### src/include/vts_params.svh
/*
 * constants of the valve travel supervisor: register byte offsets,
 * reset values, range limits and percent scaling.
 * assumes travel, set point and percent figures other than the accumulator, its
 * point and its deadband are signed 16-bit values in steps of 0.01 % of ranged
 * travel (10000 = 100 %).
 */
//
// Contract
// - rise of target limited so full range takes at least opening time.
// - fall of target limited so full range takes at least closing time.
// - polling address 0..15 under revision 5, 0..63 under revision 7.
// - only the master type that took unit out may return it.
// - set point passes first-order lag; zero time constant bypasses it.
// - travel change adds to accumulator only when beyond its deadband.
// - deadband reference reset at each increment; width 0..100 %.
// - host may write accumulator; writing zero clears the total.
// - accumulator alert while above point; clears only on rewrite below.
// - four level alerts hi, lo, hi-hi, lo-lo, thresholds -25..125 %.
// - level alert clears only once travel is back by alert deadband.
// - deviation alert after deviation exceeds point longer than set time.
// - deviation alert holds until deviation falls below its point.
// - deviation time accepted from 1 to 60 seconds inclusive.
// - travel beyond cutoff forces drive to max or min per zero action.
// - rate limits suspended while travel lies beyond a cutoff.
// - target clamped between low and high travel limits.
`ifndef VTS_PARAMS_SVH
`define VTS_PARAMS_SVH

`define VTS_A_CTRL 8'h00
`define VTS_A_OPEN 8'h04
`define VTS_A_CLOSE 8'h08
`define VTS_A_LAG 8'h0C
`define VTS_A_LIM_HI 8'h10
`define VTS_A_LIM_LO 8'h14
`define VTS_A_CUT_HI 8'h18
`define VTS_A_CUT_LO 8'h1C
`define VTS_A_ACC_DB 8'h20
`define VTS_A_ACC 8'h24
`define VTS_A_ACC_HI 8'h28
`define VTS_A_ACC_PT 8'h2C
`define VTS_A_ACC_PT_HI 8'h30
`define VTS_A_TA0 8'h34
`define VTS_A_TA_DB 8'h44
`define VTS_A_DEV_PT 8'h48
`define VTS_A_DEV_T 8'h4C
`define VTS_A_POLL 8'h50
`define VTS_A_SVC 8'h54
`define VTS_A_STAT 8'h58
`define VTS_A_TGT 8'h5C
`define VTS_A_IRQ_ST 8'h60
`define VTS_A_IRQ_MASK 8'h64

`define VTS_FULL 16'h2710
`define VTS_PCT_MIN 16'hF63C
`define VTS_PCT_MAX 16'h30D4
`define VTS_RATE_MAX 16'h0190
`define VTS_DEV_T_MIN 16'h0001
`define VTS_DEV_T_MAX 16'h003C
`define VTS_POLL_MAX5 8'h0F
`define VTS_POLL_MAX7 8'h3F
`define VTS_CRD_CAP 32'h4000_0000

`define VTS_RST_LIM_HI 16'h30D4
`define VTS_RST_LIM_LO 16'hF63C
`define VTS_RST_CUT_HI 16'h7FFF
`define VTS_RST_CUT_LO 16'h8000
`define VTS_RST_TA_HI 16'h30D4
`define VTS_RST_TA_LO 16'hF63C
`define VTS_RST_TA_DB 16'h01F4
`define VTS_RST_ACC_DB 16'h0064
`define VTS_RST_ACC_PT 40'hFF_FFFF_FFFF
`define VTS_RST_DEV_PT 16'h01F4
`define VTS_RST_DEV_T 16'h000A

`endif

### src/include/vts_pkg.sv
/*
 * types of the valve travel supervisor.
 * assumes nothing beyond a SystemVerilog compiler.
 */
package vts_pkg;
    typedef enum logic [1:0] {
        PH_IDLE,
        PH_FILT,
        PH_RATE
    } vts_phase_e;

    typedef struct packed {
        logic acc;
        logic dev;
        logic ll;
        logic hh;
        logic lo;
        logic hi;
    } vts_alert_s;
endpackage

### src/rtl/vts_top.sv
/*
 * valve travel supervisor: set point filter, rate limit, travel limits,
 * cutoffs, travel accumulator, level and deviation alerts, polling
 * address and service ownership, register port with interrupt.
 * assumes sp_in, travel_in and tick are synchronous to clk and that tick
 * pulses for one cycle, far less often than the stepping engine needs.
 */
// The implementer's own choices: the plain strobed port and the register offsets.
`timescale 1ns/1ns
`include "vts_params.svh"

module vts_top #(
    parameter int TICK_HZ = 100
) (
    input wire logic clk,
    input wire logic rstn,
    input wire logic tick,
    input wire logic signed [15:0] sp_in,
    input wire logic signed [15:0] travel_in,
    input wire logic [7:0] addr,
    input wire logic [31:0] wdata,
    input wire logic wr,
    input wire logic rd,
    output logic [31:0] rdata,
    output logic irq,
    output logic signed [15:0] target,
    output logic drive_max,
    output logic drive_min,
    output vts_pkg::vts_alert_s alerts,
    output logic in_service,
    output logic [5:0] poll_addr
);
    if (TICK_HZ < 1 || TICK_HZ > 1000) begin : g_chk
        $error("TICK_HZ out of range");
    end

    function automatic logic hit(input logic [7:0] a, input logic [7:0] o);
        hit = (a == o);
    endfunction

    function automatic logic pct_ok(input logic [31:0] d);
        pct_ok = $signed(d[15:0]) >= $signed(`VTS_PCT_MIN) &&
                 $signed(d[15:0]) <= $signed(`VTS_PCT_MAX);
    endfunction

    function automatic logic signed [15:0] clamp(
        input logic signed [15:0] v,
        input logic signed [15:0] hi,
        input logic signed [15:0] lo);
        clamp = (v > hi) ? hi : ((v < lo) ? lo : v);
    endfunction

    // configuration
    logic zsa_r;
    logic [15:0] open_t_r, close_t_r, lag_t_r, acc_db_r, dev_t_r;
    logic signed [15:0] lim_hi_r, lim_lo_r, cut_hi_r, cut_lo_r;
    logic signed [15:0] ta_db_r, dev_pt_r;
    logic signed [15:0] ta_pt_r [0:3];
    logic [39:0] acc_pt_r;
    logic [5:0] mask_r;
    logic wsel_acc;
    assign wsel_acc = wr && hit(addr, `VTS_A_ACC);

    always_ff @(posedge clk or negedge rstn) begin
        if (!rstn) begin
            zsa_r <= 1'b0;
            open_t_r <= 16'h0000;
            close_t_r <= 16'h0000;
            lag_t_r <= 16'h0000;
            lim_hi_r <= `VTS_RST_LIM_HI;
            lim_lo_r <= `VTS_RST_LIM_LO;
            cut_hi_r <= `VTS_RST_CUT_HI;
            cut_lo_r <= `VTS_RST_CUT_LO;
            acc_db_r <= `VTS_RST_ACC_DB;
            acc_pt_r <= `VTS_RST_ACC_PT;
            ta_pt_r[0] <= `VTS_RST_TA_HI;
            ta_pt_r[1] <= `VTS_RST_TA_LO;
            ta_pt_r[2] <= `VTS_RST_TA_HI;
            ta_pt_r[3] <= `VTS_RST_TA_LO;
            ta_db_r <= `VTS_RST_TA_DB;
            dev_pt_r <= `VTS_RST_DEV_PT;
            dev_t_r <= `VTS_RST_DEV_T;
            mask_r <= 6'h00;
        end else if (wr) begin
            case (addr)
                `VTS_A_CTRL: zsa_r <= wdata[0];
                `VTS_A_OPEN: begin
                    if (wdata[15:0] <= `VTS_RATE_MAX)
                        open_t_r <= wdata[15:0];
                end
                `VTS_A_CLOSE: begin
                    if (wdata[15:0] <= `VTS_RATE_MAX)
                        close_t_r <= wdata[15:0];
                end
                `VTS_A_LAG: lag_t_r <= wdata[15:0];
                `VTS_A_LIM_HI: lim_hi_r <= wdata[15:0];
                `VTS_A_LIM_LO: lim_lo_r <= wdata[15:0];
                `VTS_A_CUT_HI: cut_hi_r <= wdata[15:0];
                `VTS_A_CUT_LO: cut_lo_r <= wdata[15:0];
                `VTS_A_ACC_DB: begin
                    if (wdata[15:0] <= `VTS_FULL)
                        acc_db_r <= wdata[15:0];
                end
                `VTS_A_ACC_PT: acc_pt_r[31:0] <= wdata;
                `VTS_A_ACC_PT_HI: acc_pt_r[39:32] <= wdata[7:0];
                `VTS_A_TA_DB: begin
                    if (pct_ok(wdata))
                        ta_db_r <= wdata[15:0];
                end
                `VTS_A_DEV_PT: begin
                    if (wdata[15:0] <= `VTS_FULL)
                        dev_pt_r <= wdata[15:0];
                end
                `VTS_A_DEV_T: begin
                    if (wdata[15:0] >= `VTS_DEV_T_MIN &&
                        wdata[15:0] <= `VTS_DEV_T_MAX)
                        dev_t_r <= wdata[15:0];
                end
                `VTS_A_IRQ_MASK: mask_r <= wdata[5:0];
                default: begin
                    for (int i = 0; i < 4; i++) begin
                        if (addr == `VTS_A_TA0 + 8'(4 * i) && pct_ok(wdata))
                            ta_pt_r[i] <= wdata[15:0];
                    end
                end
            endcase
        end
    end

    // polling address and service ownership
    logic rev7_r, oos_pri_r, in_service_r;
    logic [5:0] poll_r;
    always_ff @(posedge clk or negedge rstn) begin
        if (!rstn) begin
            rev7_r <= 1'b0;
            poll_r <= 6'h00;
        end else if (wr && hit(addr, `VTS_A_POLL)) begin
            if (wdata[7:0] <= (wdata[8] ? `VTS_POLL_MAX7 : `VTS_POLL_MAX5)) begin
                rev7_r <= wdata[8];
                poll_r <= wdata[5:0];
            end
        end
    end

    always_ff @(posedge clk or negedge rstn) begin
        if (!rstn) begin
            in_service_r <= 1'b1;
            oos_pri_r <= 1'b1;
        end else if (wr && hit(addr, `VTS_A_SVC)) begin
            if (wdata[0] && in_service_r) begin
                in_service_r <= 1'b0;
                oos_pri_r <= wdata[1];
            end else if (!wdata[0] && !in_service_r && wdata[1] == oos_pri_r) begin
                in_service_r <= 1'b1;
            end
        end
    end

    // set point chain: filter, then rate-limited, clamped target
    vts_pkg::vts_phase_e ph_r;
    logic signed [15:0] filt_r, target_r, goal;
    logic signed [31:0] facc_r, lag_n;
    logic [31:0] crd_r, up_n, dn_n, step_n;
    logic cut_any_r, up;
    assign goal = clamp(filt_r, lim_hi_r, lim_lo_r);
    assign lag_n = $signed(32'(lag_t_r) * 32'(TICK_HZ));
    assign up_n = 32'(open_t_r) * 32'(TICK_HZ);
    assign dn_n = 32'(close_t_r) * 32'(TICK_HZ);
    assign up = target_r < goal;
    assign step_n = up ? up_n : dn_n;

    always_ff @(posedge clk or negedge rstn) begin
        if (!rstn) begin
            ph_r <= vts_pkg::PH_IDLE;
            filt_r <= 16'h0000;
            facc_r <= 32'h0000_0000;
            target_r <= 16'h0000;
            crd_r <= 32'h0000_0000;
        end else begin
            case (ph_r)
                vts_pkg::PH_IDLE: begin
                    target_r <= clamp(target_r, lim_hi_r, lim_lo_r);
                    if (tick && in_service_r) begin
                        ph_r <= vts_pkg::PH_FILT;
                        if (crd_r < `VTS_CRD_CAP)
                            crd_r <= crd_r + 32'(`VTS_FULL);
                        if (lag_t_r == 16'h0000) begin
                            filt_r <= sp_in;
                            facc_r <= 32'h0000_0000;
                        end else begin
                            facc_r <= facc_r + 32'(sp_in) - 32'(filt_r);
                        end
                    end
                end
                vts_pkg::PH_FILT: begin
                    if (lag_t_r != 16'h0000 && facc_r >= lag_n) begin
                        filt_r <= filt_r + 16'sh0001;
                        facc_r <= facc_r - lag_n;
                    end else if (lag_t_r != 16'h0000 && facc_r <= -lag_n) begin
                        filt_r <= filt_r - 16'sh0001;
                        facc_r <= facc_r + lag_n;
                    end else begin
                        ph_r <= vts_pkg::PH_RATE;
                    end
                end
                vts_pkg::PH_RATE: begin
                    if (target_r == goal) begin
                        crd_r <= 32'h0000_0000;
                        ph_r <= vts_pkg::PH_IDLE;
                    end else if (cut_any_r || step_n == 32'h0000_0000) begin
                        target_r <= goal;
                        crd_r <= 32'h0000_0000;
                        ph_r <= vts_pkg::PH_IDLE;
                    end else if (crd_r >= step_n) begin
                        target_r <= up ? target_r + 16'sh0001
                                       : target_r - 16'sh0001;
                        crd_r <= crd_r - step_n;
                    end else begin
                        ph_r <= vts_pkg::PH_IDLE;
                    end
                end
                default: ph_r <= vts_pkg::PH_IDLE;
            endcase
        end
    end

    // cutoffs force the drive
    logic drive_max_r, drive_min_r;
    always_ff @(posedge clk or negedge rstn) begin
        if (!rstn) begin
            cut_any_r <= 1'b0;
            drive_max_r <= 1'b0;
            drive_min_r <= 1'b0;
        end else if (tick) begin
            cut_any_r <= travel_in > cut_hi_r || travel_in < cut_lo_r;
            drive_max_r <= zsa_r ? travel_in < cut_lo_r
                                 : travel_in > cut_hi_r;
            drive_min_r <= zsa_r ? travel_in > cut_hi_r
                                 : travel_in < cut_lo_r;
        end
    end

    // travel accumulator
    logic [39:0] acc_r;
    logic signed [15:0] ref_r;
    logic signed [16:0] acc_d;
    logic [15:0] acc_mag;
    logic acc_al_r;
    assign acc_d = 17'(travel_in) - 17'(ref_r);
    assign acc_mag = acc_d[16] ? 16'(-acc_d) : acc_d[15:0];

    always_ff @(posedge clk or negedge rstn) begin
        if (!rstn) begin
            acc_r <= 40'h00_0000_0000;
            ref_r <= 16'h0000;
        end else if (wsel_acc) begin
            acc_r <= {8'h00, wdata};
        end else if (tick && acc_mag > acc_db_r) begin
            acc_r <= acc_r + 40'(acc_mag);
            ref_r <= travel_in;
        end
    end

    always_ff @(posedge clk or negedge rstn) begin
        if (!rstn) begin
            acc_al_r <= 1'b0;
        end else if (wsel_acc && {8'h00, wdata} < acc_pt_r) begin
            acc_al_r <= 1'b0;
        end else if (acc_r > acc_pt_r) begin
            acc_al_r <= 1'b1;
        end
    end

    // travel level alerts: 0 hi, 1 lo, 2 hi-hi, 3 lo-lo
    logic [3:0] ta_al_r;
    for (genvar i = 0; i < 4; i++) begin : g_ta
        localparam bit HI = (i % 2) == 0;
        logic signed [16:0] rel;
        assign rel = HI ? 17'(ta_pt_r[i]) - 17'(ta_db_r)
                        : 17'(ta_pt_r[i]) + 17'(ta_db_r);
        always_ff @(posedge clk or negedge rstn) begin
            if (!rstn) begin
                ta_al_r[i] <= 1'b0;
            end else if (tick) begin
                if (HI ? travel_in > ta_pt_r[i] : travel_in < ta_pt_r[i])
                    ta_al_r[i] <= 1'b1;
                else if (HI ? 17'(travel_in) <= rel : 17'(travel_in) >= rel)
                    ta_al_r[i] <= 1'b0;
            end
        end
    end

    // deviation alert
    logic signed [16:0] dev_d;
    logic [15:0] dev_mag;
    logic [31:0] dev_cnt_r, dev_n;
    logic dev_al_r;
    assign dev_d = 17'(target_r) - 17'(travel_in);
    assign dev_mag = dev_d[16] ? 16'(-dev_d) : dev_d[15:0];
    assign dev_n = 32'(dev_t_r) * 32'(TICK_HZ);

    always_ff @(posedge clk or negedge rstn) begin
        if (!rstn) begin
            dev_cnt_r <= 32'h0000_0000;
            dev_al_r <= 1'b0;
        end else if (tick) begin
            if (dev_mag > dev_pt_r) begin
                if (dev_cnt_r >= dev_n)
                    dev_al_r <= 1'b1;
                else
                    dev_cnt_r <= dev_cnt_r + 32'h0000_0001;
            end else begin
                dev_cnt_r <= 32'h0000_0000;
                if (dev_mag < dev_pt_r)
                    dev_al_r <= 1'b0;
            end
        end
    end

    // interrupt status: rising alert edges, write one to clear
    vts_pkg::vts_alert_s al_now, al_d_r;
    logic [5:0] ist_r, ev;
    logic irq_r;
    assign al_now = '{acc: acc_al_r, dev: dev_al_r, ll: ta_al_r[3],
                      hh: ta_al_r[2], lo: ta_al_r[1], hi: ta_al_r[0]};
    assign ev = al_now & ~al_d_r;

    always_ff @(posedge clk or negedge rstn) begin
        if (!rstn) begin
            al_d_r <= '0;
            ist_r <= 6'h00;
            irq_r <= 1'b0;
        end else begin
            al_d_r <= al_now;
            if (wr && hit(addr, `VTS_A_IRQ_ST))
                ist_r <= (ist_r & ~wdata[5:0]) | ev;
            else
                ist_r <= ist_r | ev;
            irq_r <= |(ist_r & mask_r);
        end
    end

    // read port
    logic [31:0] rdata_r;
    always_ff @(posedge clk or negedge rstn) begin
        if (!rstn) begin
            rdata_r <= 32'h0000_0000;
        end else if (!rd) begin
            rdata_r <= 32'h0000_0000;
        end else begin
            case (addr)
                `VTS_A_CTRL: rdata_r <= {31'h0, zsa_r};
                `VTS_A_OPEN: rdata_r <= {16'h0000, open_t_r};
                `VTS_A_CLOSE: rdata_r <= {16'h0000, close_t_r};
                `VTS_A_LAG: rdata_r <= {16'h0000, lag_t_r};
                `VTS_A_LIM_HI: rdata_r <= 32'(lim_hi_r);
                `VTS_A_LIM_LO: rdata_r <= 32'(lim_lo_r);
                `VTS_A_CUT_HI: rdata_r <= 32'(cut_hi_r);
                `VTS_A_CUT_LO: rdata_r <= 32'(cut_lo_r);
                `VTS_A_ACC_DB: rdata_r <= {16'h0000, acc_db_r};
                `VTS_A_ACC: rdata_r <= acc_r[31:0];
                `VTS_A_ACC_HI: rdata_r <= {24'h00_0000, acc_r[39:32]};
                `VTS_A_ACC_PT: rdata_r <= acc_pt_r[31:0];
                `VTS_A_ACC_PT_HI: rdata_r <= {24'h00_0000, acc_pt_r[39:32]};
                `VTS_A_TA_DB: rdata_r <= 32'(ta_db_r);
                `VTS_A_DEV_PT: rdata_r <= 32'(dev_pt_r);
                `VTS_A_DEV_T: rdata_r <= {16'h0000, dev_t_r};
                `VTS_A_POLL: rdata_r <= {23'h00_0000, rev7_r, 2'h0, poll_r};
                `VTS_A_SVC: rdata_r <= {30'h0, oos_pri_r, in_service_r};
                `VTS_A_STAT: rdata_r <= {24'h00_0000, drive_min_r,
                                         drive_max_r, al_now};
                `VTS_A_TGT: rdata_r <= 32'(target_r);
                `VTS_A_IRQ_ST: rdata_r <= {26'h000_0000, ist_r};
                `VTS_A_IRQ_MASK: rdata_r <= {26'h000_0000, mask_r};
                `VTS_A_TA0: rdata_r <= 32'(ta_pt_r[0]);
                8'h38: rdata_r <= 32'(ta_pt_r[1]);
                8'h3C: rdata_r <= 32'(ta_pt_r[2]);
                8'h40: rdata_r <= 32'(ta_pt_r[3]);
                default: rdata_r <= 32'h0000_0000;
            endcase
        end
    end

    assign rdata = rdata_r;
    assign irq = irq_r;
    assign target = target_r;
    assign drive_max = drive_max_r;
    assign drive_min = drive_min_r;
    assign alerts = al_now;
    assign in_service = in_service_r;
    assign poll_addr = poll_r;
endmodule

### config.mk
export PLATFORM = sky130hd
export DESIGN_NAME = vts_top
export DESIGN_NICKNAME = d
export VERILOG_FILES = /design/src/include/vts_pkg.sv /design/src/rtl/vts_top.sv
export VERILOG_INCLUDE_DIRS = /design/src /design/src/include
export SDC_FILE = /design/constraint.sdc
export NUM_CORES = 2
export LEC_CHECK = 0
export ABC_CLOCK_PERIOD_IN_PS = 23000
export BUFFER_PORTS_ARGS = -buffer_cell sky130_fd_sc_hd__clkbuf_2
export CORE_MARGIN = 2
export CORE_UTILIZATION = 55
export DETAILED_ROUTE_END_ITERATION = 6
export GPL_TIMING_DRIVEN = 0
export PLACE_DENSITY = 0.72
export SLEW_MARGIN = 0
export SYNTH_ARGS = -nofsm -noshare
export SYNTH_HDL_FRONTEND = slang
export SYNTH_SLANG_ARGS = --single-unit
### constraint.sdc
create_clock -name clk -period 23 [get_ports clk]
set_input_delay 1.15 -clock clk [delete_from_list [all_inputs] [get_ports clk]]
set_output_delay 1.15 -clock clk [all_outputs]
set_load 0.1 [all_outputs]
==> impl_metrics.csv <==
group,metric,value,unit
critical_path,crit_start,"lag_t_r[2]",
synth,synthDistinctLibCells,100,
timing,fmax,0.09094,GHz
synth,ys.flop_type,"dfrtp_1",
timing,worstMarginPinSlew,1552,ps
detailed_routing,routed_via_density,6.392,
timing,drv_slew,19,
final_layout,final_nets,7225,
synth,synthArstFlopShare,1.000,
clock_network,cts.reportedPaths.clkPinSlew,60,ps
synth,synth-edff-count,0,
placement,port_buffers,135,
timing,hold_ws,426.3,ps
global_route,grt_use_total,0.3851,
timing,relSlewSlack,-0.03548,
critical_path,crit_type,"reg -> reg",
detailed_routing,wl_per_cell,25.67,um
detailed_routing,drtPass1Iterations,7,
critical_path,crit_path_start_kind,"register",
clock_network,cts_tree,"done",
timing,period_share,0.4781,
pwr,switchingPower,2.957,mW
critical_path,reg2reg_from,"lag_t_r[2]",
pwr,clock_power_share,0.174,
global_route,antenna_found_initial,12,
worst_hold_path,hold_start,"al_d_r[2]",
critical_path,worstPathArrival,11520,ps
worst_hold_path,min_path_type,"reg -> reg",
final_layout,utilization,0.6052,
timing,fin_tns_setup,0,ps
synth,ys_top_cells_by_count,"ha_1 (854), inv_1 (744), dfrtp_1 (411), a21oi_1 (378), nand2_1 (361)",
run_status,violations,"max-capacitance violations, max-slew violations",
final_layout,area_growth,8.722,%
flow_run,maxCapViolCount,3,
global_route,grt_pass1_wl,287.4,mm
placement,gp_congestion,1.069,
timing,fin_skew,31.00,ps
clock_network,ctsResizeCount,0,
synth,netlist_instances,5995,
critical_path,cp_top_family,"compound AO/OA/AOI/OAI gates",
clock_network,clock_path_buffers,3,
timing,finalHoldViolations,0,
global_route,grt_pass1_vias,46080,
synth,synth_seq_cells,534,
pwr,power_density,106.4,mW/mm2
critical_path,crit_buf_inv,4,
timing,rsz0062_at_grt,"false",
detailed_routing,drc,0,
die,start_util,0.5567,
pwr,cellInternalPower,3.179,mW
timing,setup_viol,0,
global_route,grt_max_degree,113,
pwr,power_frac_comb,0.624,
die,die_h,314.6,um
synth,synth.avg_cell_area,8.849,um2
run_status,status,"finished with violations",
critical_path,critPathMaxStageDelay,770,ps
clock_network,h-tree-depth,3,
global_route,grt_overflow_total,0,
final_layout,fin_cells,7531,
clock_network,hold_buffers,0,
pwr,p_leak,27.59,nW
detailed_routing,drt_iter0_drc,4708,
synth,yosysMostFrequentCell,"ha_1",
detailed_routing,ant_nets,0,
synth,yosysTopAreaCell,"ha_1",
die,die_area,0.09895,mm2
die,io_pins,141,
final_layout,drive_gt1_frac,0.1093,
clock_network,cts_buffers,67,
detailed_routing,num_vias,48140,
placement,dp.cells,7401,
synth,netlist_top_cells_area,"ha_1 (20%), dfrtp_1 (19%), dfstp_2 (6.1%)",
critical_path,path_max_fanout,24,
clock_network,postCtsSetupRepairBufs,0,
synth,syn_nets,7013,
clock_network,cts.sinks,534,
synth,synth_warnings,0,
placement,hpwl,151.4,mm
critical_path,end_kind,"register",
pwr,peakVddDrop,0.1506,mV
pwr,switching_share,0.4819,
synth,ys_seq_area_frac,0.2548,
detailed_routing,wirelength,193.3,mm
clock_network,cts_root_buf,"clkbuf_16",
timing,post-route-min-period,11000,ps
die,rows,113,
synth,netlist.area_leader.share,0.2014,
critical_path,cp_slowest_cell,"nor3_1",
die,coreArea,0.09529,mm2
synth,netlist_area,0.05305,mm2
die,fp.dieW,314.6,um
clock_network,clock_latency,670,ps
pwr,seqPwrFrac,0.202,
critical_path,cp_data_required_time,23520,ps
==> registers in the layout, summed over array words and instances (netlist names), 30 cells and up <==
name,flops
ta_pt_r,64
acc_pt_r,40
acc_r,40
dev_cnt_r,32
facc_r,32
rdata,32
crd_r,30
==> placed cells by master (no fill, tap or decap), types with 18 or more instances in the layout <==
| cell | n |
|---|---|
| ha_1 | 854 |
| inv_1 | 744 |
| dfrtp_1 | 410 |
| a21oi_1 | 378 |
| nand2_1 | 361 |
| o21ai_0 | 354 |
| nor2_1 | 329 |
| mux2_2 | 250 |
| xnor2_1 | 208 |
| a21o_1 | 184 |
| clkbuf_1 | 182 |
| clkbuf_2 | 136 |
| dfstp_2 | 123 |
| xor2_1 | 116 |
| nand4_1 | 102 |
| nand3_1 | 99 |
| nor2b_1 | 91 |
| a22oi_1 | 90 |
| fa_1 | 87 |
| nor3_1 | 75 |
| nand2b_1 | 74 |
| a221oi_1 | 69 |
| clkbuf_16 | 69 |
| o21a_1 | 65 |
| mux2i_1 | 63 |
| a31oi_1 | 53 |
| o21bai_1 | 50 |
| and3_1 | 50 |
| a22o_1 | 42 |
| nor4_1 | 36 |
| or3_1 | 36 |
| a211oi_1 | 35 |
| and2_1 | 34 |
| o31ai_1 | 26 |
| o211ai_1 | 18 |
| nand3b_1 | 18 |
| a222oi_1 | 18 |
==> path summary, 6_finish.rpt <==
path                                to  slack [ps]  depth (start not counted)
min in group asynchronous   facc_r[22]         450                          1
min reg2reg                   ist_r[2]         430                          1
max reg2reg                 filt_r[15]       12000                         36
min                           ist_r[2]         430                          1
max                         filt_r[15]       12000                         36
max in group asynchronous  acc_pt_r[5]       20710                          4
==> layout make-up <==
class	count	area, um2
well taps	1265	1583
multi-input cells	4530	36010
plain buffers	185	725.7
clock buffers	104	1998
repair buffers	143	849.6
diodes	6	15.01
flip-flops and latches	534	13520
fillers	8413	37620
inverters	746	2803
clock inverters	18	172.7
==> worst register-to-register path: cells and delay by family, from the launching register on <==
kind	cells	cell delay, ps
AO/OA/AOI/OAI	19	4300
XOR/XNOR	1	220
adder cells (fa/ha/maj)	6	2340
buffers and inverters	4	1160
flip-flops	1	630
multiplexers	1	280
AND/OR/NAND/NOR	5	1950
==> stage by stage <==
step | total power, mW | worst slack, ps | instance area (um2)
6_report | 6.136 | 12000 | 57680
5_1_grt | 6.562 | 11230 | 57660
2_1_floorplan | 4.035 | 14340 | 53050
3_5_place_dp | 4.956 | 12230 | 55470
4_1_cts | 6.044 | 12160 | 57640
3_3_place_gp | 4.886 | 7989 | 55310
==> layer usage <==
layer  global-route usage  routed length, um  part of all wire  vias to the layer above
met4               0.2299              14150             0.073                       10
met2               0.5855              82740              0.43                     2195
met1               0.5042              79030              0.41                    23450
met5                    0                 64           0.00033                        -
li1                     -                  -                 -                    21890
met3              0.08116              17320             0.090                      603
==> power groups by stage <==
stage	registers (mW)	logic, mW	clock network (mW)
3_3_place_gp	1.24	3.65	0
6_report	1.24	3.83	1.07
4_1_cts	1.23	3.75	1.07
3_5_place_dp	1.24	3.72	0
5_1_grt	1.24	4.22	1.11
2_1_floorplan	1.22	2.81	0
==> logic make-up (layout without fill, tap and decap cells) <==
logic type,count (synthesis),after routing,synth area share
other,0,6,0
adders and majority gates,944,944,0.2348
xor gates and xnor gates,324,324,0.05349
buffers and inverters,931,1196,0.06649
AOI/OAI and AO/OA,1570,1570,0.1952
muxes,322,322,0.06764
and+or+nand+nor,1370,1370,0.1276
DFF,534,534,0.2548
Note: power is estimated with default switching activity, not from simulation.
